--- src/hdl/tim_pkg.sv ---
// package: register map, field positions and reset values of the timer interrupt mask block
package tim_pkg;
    localparam int          TIM_DATA_W       = 32;
    localparam int          TIM_ADDR_W       = 12;
    localparam int          TIM_NSRC         = 11;
    // register byte offsets
    localparam logic [11:0] TIM_OFS_MASK     = 12'h018;
    localparam logic [11:0] TIM_OFS_RAW      = 12'h01C;
    localparam logic [11:0] TIM_OFS_MSTAT    = 12'h020;
    localparam logic [11:0] TIM_OFS_CLEAR    = 12'h024;
    // mask field positions
    localparam int          TIM_TMR_A_TO     = 0;
    localparam int          TIM_CAP_A_MATCH  = 1;
    localparam int          TIM_CAP_A_EVENT  = 2;
    localparam int          TIM_CLK_EVENT    = 3;
    localparam int          TIM_TMR_B_TO     = 8;
    localparam int          TIM_CAP_B_MATCH  = 9;
    localparam int          TIM_CAP_B_EVENT  = 10;
    // implemented bits: 10..8 and 3..0, bits 7..4 reserved
    localparam logic [10:0] TIM_IMPL_MASK    = 11'h70F;
    localparam logic [10:0] TIM_MASK_RESET   = 11'h000;
    localparam logic [31:0] TIM_RDATA_ZERO   = 32'h0000_0000;
    typedef enum logic [1:0] {TIM_APB_IDLE, TIM_APB_SETUP, TIM_APB_ACCESS} tim_apb_phase_type;
endpackage

--- src/hdl/tim_status_if.sv ---
// interface: raw status and mask between the register front end and the status core
`timescale 1ns/100ps
interface tim_status_if;
    logic [10:0] raw;
    logic [10:0] mask;
    logic [10:0] clear;
    logic [10:0] masked;
    logic        irq;
    modport core  (input mask, input clear, output raw, output masked, output irq);
    modport front (output mask, output clear, input raw, input masked, input irq);
endinterface

--- src/hdl/tim_mask_top.sv ---
// module: timer interrupt mask register with apb slave and interrupt output
`timescale 1ns/100ps
module tim_mask_top
    import tim_pkg::*;
(
    // apb clock and reset
    input  wire logic                  pclk,
    input  wire logic                  presetn,
    // apb slave
    input  wire logic                  psel,
    input  wire logic                  penable,
    input  wire logic                  pwrite,
    input  wire logic [TIM_ADDR_W-1:0] paddr,
    input  wire logic [TIM_DATA_W-1:0] pwdata,
    output logic      [TIM_DATA_W-1:0] prdata,
    output logic                       pready,
    output logic                       pslverr,
    // asynchronous source event levels
    input  wire logic [TIM_NSRC-1:0]   src_event,
    // controller-level interrupt
    output logic                       irq
);
    import tim_pkg::*;

    tim_status_if st ();

    logic [TIM_NSRC-1:0]   timer_interrupt_mask_q;
    logic [TIM_NSRC-1:0]   sync1_q;
    logic [TIM_NSRC-1:0]   sync2_q;
    logic [TIM_NSRC-1:0]   sync3_q;
    logic [TIM_NSRC-1:0]   clear_pulse;
    logic [TIM_DATA_W-1:0] prdata_q;
    logic                  pready_q;
    logic                  pslverr_q;
    logic                  wr_hit;
    logic                  rd_hit;
    logic                  setup;

    // decode of implemented word addresses
    function automatic logic addr_known(input logic [TIM_ADDR_W-1:0] a);
        return (a == TIM_OFS_MASK) || (a == TIM_OFS_RAW) || (a == TIM_OFS_MSTAT) || (a == TIM_OFS_CLEAR);
    endfunction

    // zero-extend an 11-bit field into the read word
    function automatic logic [TIM_DATA_W-1:0] widen(input logic [TIM_NSRC-1:0] v);
        return {{(TIM_DATA_W-TIM_NSRC){1'b0}}, v};
    endfunction

    // setup phase answered one cycle later, access completes with pready
    assign setup  = psel && !penable;
    assign wr_hit = psel && penable && pready_q && pwrite;
    assign rd_hit = setup && !pwrite;

    // two flip-flop synchroniser and rising edge detect on the events
    always_ff @(posedge pclk or negedge presetn) begin
        if (!presetn) begin
            sync1_q <= '0;
            sync2_q <= '0;
            sync3_q <= '0;
        end else begin
            sync1_q <= src_event;
            sync2_q <= sync1_q;
            sync3_q <= sync2_q;
        end
    end

    // mask register, reserved bits dropped on write
    always_ff @(posedge pclk or negedge presetn) begin
        if (!presetn) begin
            timer_interrupt_mask_q <= TIM_MASK_RESET;
        end else if (wr_hit && paddr == TIM_OFS_MASK) begin
            timer_interrupt_mask_q <= pwdata[TIM_NSRC-1:0] & TIM_IMPL_MASK;
        end
    end

    // write-one-to-clear strobe to the status core
    assign clear_pulse = (wr_hit && paddr == TIM_OFS_CLEAR) ? pwdata[TIM_NSRC-1:0] : '0;
    assign st.mask     = timer_interrupt_mask_q;
    assign st.clear    = clear_pulse;

    tim_status_core u_core (
        .pclk        (pclk),
        .presetn     (presetn),
        .event_pulse (sync2_q & ~sync3_q),
        .st          (st.core)
    );

    // apb answer: no wait state, pready in the first access cycle, read data captured in setup
    always_ff @(posedge pclk or negedge presetn) begin
        if (!presetn) begin
            pready_q  <= 1'b0;
            pslverr_q <= 1'b0;
            prdata_q  <= TIM_RDATA_ZERO;
        end else begin
            pready_q  <= setup;
            pslverr_q <= setup && !addr_known(paddr);
            if (rd_hit) begin
                case (paddr)
                    TIM_OFS_MASK:  prdata_q <= widen(timer_interrupt_mask_q);
                    TIM_OFS_RAW:   prdata_q <= widen(st.raw);
                    TIM_OFS_MSTAT: prdata_q <= widen(st.masked);
                    default:       prdata_q <= TIM_RDATA_ZERO;
                endcase
            end else if (!setup) begin
                prdata_q <= TIM_RDATA_ZERO;
            end
        end
    end

    assign prdata  = prdata_q;
    assign pready  = pready_q;
    assign pslverr = pslverr_q;
    assign irq     = st.irq; // flop inside core

    mask_reset_a: assert property (@(posedge pclk) $rose(presetn) |-> timer_interrupt_mask_q == TIM_MASK_RESET)
        else $error("mask not zero after reset");
    mask_write_a: assert property (@(posedge pclk) disable iff (!presetn)
        wr_hit && paddr == TIM_OFS_MASK |=> timer_interrupt_mask_q == ($past(pwdata[10:0]) & TIM_IMPL_MASK))
        else $error("mask write not stored");
    rsvd_zero_a: assert property (@(posedge pclk) disable iff (!presetn) timer_interrupt_mask_q[7:4] == 4'h0)
        else $error("reserved mask bits set");
    irq_cause_a: assert property (@(posedge pclk) disable iff (!presetn)
        irq |-> $past(|(st.raw & timer_interrupt_mask_q)) || $past(|(sync2_q & ~sync3_q & timer_interrupt_mask_q)))
        else $error("irq without unmasked event");
    irq_follow_a: assert property (@(posedge pclk) disable iff (!presetn)
        |(st.raw & timer_interrupt_mask_q) && clear_pulse == '0 |=> irq)
        else $error("irq missing for unmasked pending bit");
    cap_b_gate_a: assert property (@(posedge pclk) disable iff (!presetn)
        !timer_interrupt_mask_q[TIM_CAP_B_EVENT] |-> !st.masked[TIM_CAP_B_EVENT])
        else $error("capture B event passes closed mask");
    tmr_b_gate_a: assert property (@(posedge pclk) disable iff (!presetn)
        st.raw[TIM_TMR_B_TO] && timer_interrupt_mask_q[TIM_TMR_B_TO] |-> st.masked[TIM_TMR_B_TO])
        else $error("timer B timeout blocked by open mask");
    clk_gate_a: assert property (@(posedge pclk) disable iff (!presetn)
        st.masked[TIM_CLK_EVENT] |-> timer_interrupt_mask_q[TIM_CLK_EVENT] && st.raw[TIM_CLK_EVENT])
        else $error("clock event masked bit wrong");
    cap_a_gate_a: assert property (@(posedge pclk) disable iff (!presetn)
        st.masked[TIM_CAP_A_EVENT:TIM_CAP_A_MATCH] == (st.raw[2:1] & timer_interrupt_mask_q[2:1]))
        else $error("capture A gating wrong");
    apb_wait_a: assert property (@(posedge pclk) disable iff (!presetn) psel && !penable |=> pready)
        else $error("pready not one cycle after setup");
endmodule

--- src/hdl/tim_status_core.sv ---
// module: sticky raw status capture and mask gating
`timescale 1ns/100ps
module tim_status_core
    import tim_pkg::*;
(
    // clock and reset
    input  wire logic                 pclk,
    input  wire logic                 presetn,
    // synchronised source events
    input  wire logic [TIM_NSRC-1:0]  event_pulse,
    // link to the front end
    tim_status_if.core                st
);
    logic [TIM_NSRC-1:0] raw_q;
    logic [TIM_NSRC-1:0] raw_d;
    logic                irq_q;

    // sticky raw bits, set wins over write-one clear, mask not consulted
    always_comb begin
        raw_d = ((raw_q & ~st.clear) | event_pulse) & TIM_IMPL_MASK;
    end

    always_ff @(posedge pclk or negedge presetn) begin
        if (!presetn) begin
            raw_q <= TIM_MASK_RESET;
        end else begin
            raw_q <= raw_d;
        end
    end

    // level interrupt from any unmasked pending bit
    always_ff @(posedge pclk or negedge presetn) begin
        if (!presetn) begin
            irq_q <= 1'b0;
        end else begin
            irq_q <= |(raw_d & st.mask);
        end
    end

    assign st.raw    = raw_q;
    assign st.masked = raw_q & st.mask;
    assign st.irq    = irq_q;

    raw_set_a: assert property (@(posedge pclk) disable iff (!presetn)
        |(event_pulse & TIM_IMPL_MASK) |=>
        ((raw_q & $past(event_pulse & TIM_IMPL_MASK)) == $past(event_pulse & TIM_IMPL_MASK)))
        else $error("raw bit not set by event");
endmodule

--- config.mk ---
export PLATFORM = sky130hd
export DESIGN_NAME = tim_mask_top
export DESIGN_NICKNAME = d
export VERILOG_FILES = /design/src/hdl/tim_pkg.sv /design/src/hdl/tim_status_if.sv /design/src/hdl/tim_mask_top.sv /design/src/hdl/tim_status_core.sv
export SDC_FILE = /design/constraint.sdc
export NUM_CORES = 1
export LEC_CHECK = 0
export BUFFER_PORTS_ARGS = -buffer_cell sky130_fd_sc_hd__buf_2
export CAP_MARGIN = 5
export CORE_MARGIN = 2
export CORE_UTILIZATION = 50
export CTS_CLUSTER_SIZE = 25
export DETAILED_ROUTE_END_ITERATION = 8
export GPL_TIMING_DRIVEN = 0
export PLACE_DENSITY = 0.86
export SYNTH_ARGS = -nofsm -noshare
export SYNTH_HDL_FRONTEND = slang
export SYNTH_SLANG_ARGS = --single-unit
--- constraint.sdc ---
create_clock -name pclk -period 3.4 [get_ports pclk]
set_clock_uncertainty 0.15 [all_clocks]
set_input_delay 0.17 -clock pclk [delete_from_list [all_inputs] [get_ports pclk]]
set_output_delay 0.17 -clock pclk [all_outputs]
set_load 0.01 [all_outputs]
==> results by group <==
Synth
  – Cell type with the largest total area after synthesis: dfrtp_1
  – Mapped Cells: 173
  – Post-synthesis async set-or-reset flop share: 1.000
  – Synth Cell Area: 0.002032 sq mm
  – Top cells by area, synth: dfrtp_1 55%, buf_4 9.2%, mux2_4 5.2%
  – Post-synth top area share: 0.5542
  – #FFs+latches synth: 45
  – Top_reg_cell synth: dfrtp_1
  – Count leader, synth: dfrtp_1
  – Post-synth cell types: 31
  – Avg Inst Size Synth: 11.75 sq um
  – Yosys Warn Count: 0
  – Commonest cells post-synth: 45 x dfrtp_1, 25 x buf_4, 12 x nand2_1, 10 x a21oi_1, 10 x a31oi_1
  – Seq/Total Area, Yosys: 0.5542
  – Number of synthesized flops with an enable pin: 0

Global route
  – Initial antenna violation count: 0
  – M3 GR Usage: 0.06333
  – Largest net degree at the start of global routing: 46
  – Number of global-route vias before repair: 1347
  – Total grt overflow: 0
  – Busiest grt layer: met2
  – First-pass GRT wire length: 5540 um
  – Total track usage: 0.1670
  – Met2 usage: 0.2819
  – Met1 Use GR: 0.1847

STA
  – Hold Fails Final Rpt: 0
  – Minimum clock period: 2.267 ns
  – Slew @ Worst Pin: 0.9416 ns
  – Fin Setup TNS: 0 ns
  – Fmax: 0.4410 GHz
  – Worst slew margin: 0.3709
  – Final Cycle Share: 0.6669
  – Final setup viols: 0
  – Pins over their slew limit: 0
  – RSZ-0062 raised after global routing: no

Placement
  – Final HPWL DP: 2529 um
  – Port Buffers: 40
  – Dpl cell area: 0.002385 sq mm
  – Gpl congestion: 0.8177

Power and ir drop
  – Cell-internal power: 763.8 uW
  – Leak: 0.001275 uW
  – PwrDens: 371.1 mW/mm^2
  – Part of the power in combinational logic: 0.108
  – Worst VDD drop: 0.2575 mV
  – Seq pwr share: 0.567
  – Clock power share: 0.325
  – Net switching power: 212.6 uW
  – Switching share of power: 0.2178

Die
  – Die Width: 67.75 um
  – DIE AREA: 0.004590 sq mm
  – Initial Util: 0.5154
  – Die height: 67.75 um
  – Core area: 0.003943 sq mm
  – Row count: 23
  – Io pins: 95

Job
  – Maxcap violations: 0

Worst setup path
  – Worst path max stage delay: 0.58 ns
  – CP cell instances: dlygate4sd3_1, buf_2, nand4_1, nor4_4, a31oi_2, a2111oi_2, nand4_1
  – Crit-path slowest cell: nor4_4
  – Crit. End Element: flip-flop
  – WS Path Type: in2reg
  – Critical Path Start Type: input port
  – Worst EP required: 3.42 ns
  – Crit path DAT: 2.28 ns
  – Max Fanout on Critical Path: 10
  – CP dominant cell by count: nand4_1

Finish
  – Antenna cells: 0
  – Finished Cell Area: 0.002631 sq mm
  – Share of cells above drive strength 1: 0.3346
  – Area of the multi-input gates: 763.2 sq um
  – Synth-to-layout area growth: 29.49%
  – FILL cells: 307
  – Register area: 0.001126 sq mm
  – Fin nets: 320

Clock tree
  – CTS buffer count: 5
  – CTS sink count: 45
  – Clock buffer depth: 2
  – Clk root buf: clkbuf_8
  – Max H-tree Level: 2
  – CTS tree: done
  – Worst-Skew Late Latency: 0.29 ns
  – CTS clock-pin slew for the worst setup and hold paths: 0.07 ns
  – Setup Fix Bufs, Post-CTS: 0

Min path
  – Hold crit path type: in2reg

Drt
  – Routed vias: 1464
  – Drc violations: 0
  – Drt wl/cell: 11.15 um
  – DR iter-0 viols: 75
  – WL final: 3458 um
  – Drt first pass iters: 4
  – Post-route ant nets: 0
  – DR vias/cell: 4.723

Status
  – Status: completed
## final cells by class
cell class,instances,share of cell area
multi-input combinational,119,0.2901
clock buffer,7,0.03281
buffer,31,0.08559
sequential,45,0.4280
inverter,2,0.002853
timing repair buffer,56,0.1369
tap,50,0.02378
## worst max-delay path, delay by kind of cell
family | cells | cell delay, ns
and+or+nand+nor | 3 | 0.88
buffers and inverters | 2 | 0.63
AOI/OAI and AO/OA | 2 | 0.61
## through the flow
step                      hold slack, ns  setup slack [ns]  utilization  total power, uW  std cells
after floorplan                  -0.2756             1.245            -            617.7        197
after detailed placement          0.1293            0.9487       0.6049            654.2        287
after global routing             0.02476            0.9884       0.6674             1032        310
final                            0.03586             1.133       0.6674            976.4        310
after CTS                        0.02178             1.126       0.6674            987.5        310
after global placement            0.1274            0.9528       0.6049            651.4        287
## sequential cells by signal (all words and copies together) (netlist names)
signal         flops
u_core.st.irq      1
st.mask            7
pslverr            1
sync2_q            7
pready             1
prdata             7
u_core.st.raw      7
sync3_q            7
sync1_q            7
## power by group through the flow
stage | clock network [uW] | registers (uW) | logic [uW]
CTS | 330 | 553 | 104
detailed placement | 0 | 564 | 90.1
finish | 317 | 553 | 106
floorplan | 0 | 564 | 54.2
global placement | 0 | 563 | 88.3
global route | 359 | 555 | 118
## cell usage in the layout (no fill, tap or decap), types with 2 or more instances in the layout
cell / n
dfrtp_1: 45
buf_2: 40
buf_4: 25
conb_1: 25
dlygate4sd3_1: 16
nand2_1: 12
a31oi_1: 10
a21oi_1: 10
nor2b_1: 9
o21ai_1: 8
mux2_4: 7
clkbuf_8: 6
clkbuf_1: 5
o21ai_0: 5
nor4b_1: 5
nor3b_1: 4
or2_1: 3
nand2b_1: 2
or4_4: 2
nand4_1: 2
nor2_1: 2
a21o_1: 2
a21boi_1: 2
inv_1: 2
buf_6: 2
## logic make-up (layout without fill, tap and decap cells)
group | count (synthesis) | after routing | share of synthesized area
mux | 7 | 7 | 0.05172
buf+inv | 33 | 96 | 0.1145
simple gates | 47 | 47 | 0.1582
other cells | 1 | 25 | 0.001846
compound gates | 40 | 40 | 0.1195
flops | 45 | 45 | 0.5542
## what timing repair did
action,CTS,global route
hold endpoints to repair,62,0
hold buffers,16,0
endpoints found under the setup margin,0,0
gates resized for setup,0,0
## path summary, 6_finish.rpt
| kind | from | depth (start not counted) | slack, ns | to |
|---|---|---|---|---|
| hold reg to reg | sync1_q[10]$_DFF_PN0_ | 0 | 0.20 | sync2_q[10]$_DFF_PN0_ |
| setup / recovery | penable | 7 | 1.13 | u_core.st.irq$_DFF_PN0_ |
| min in group asynchronous | presetn | 2 | 0.41 | sync3_q[0]$_DFF_PN0_ |
| hold / removal | psel | 2 | 0.04 | pready$_DFF_PN0_ |
| max in group asynchronous | presetn | 2 | 2.11 | u_core.st.raw[3]$_DFF_PN0_ |
| setup reg to reg | pready$_DFF_PN0_ | 5 | 1.27 | u_core.st.irq$_DFF_PN0_ |
## per-layer routing
metal / vias to the layer above / routed length [um] / part of all wire
met2: 51 / 1749 / 0.51
li1: 725 / - / -
met1: 675 / 1435 / 0.41
met4: 0 / 75 / 0.022
met5: - / 0 / 0
met3: 13 / 197 / 0.057
Power figures use the tool's default switching activity.
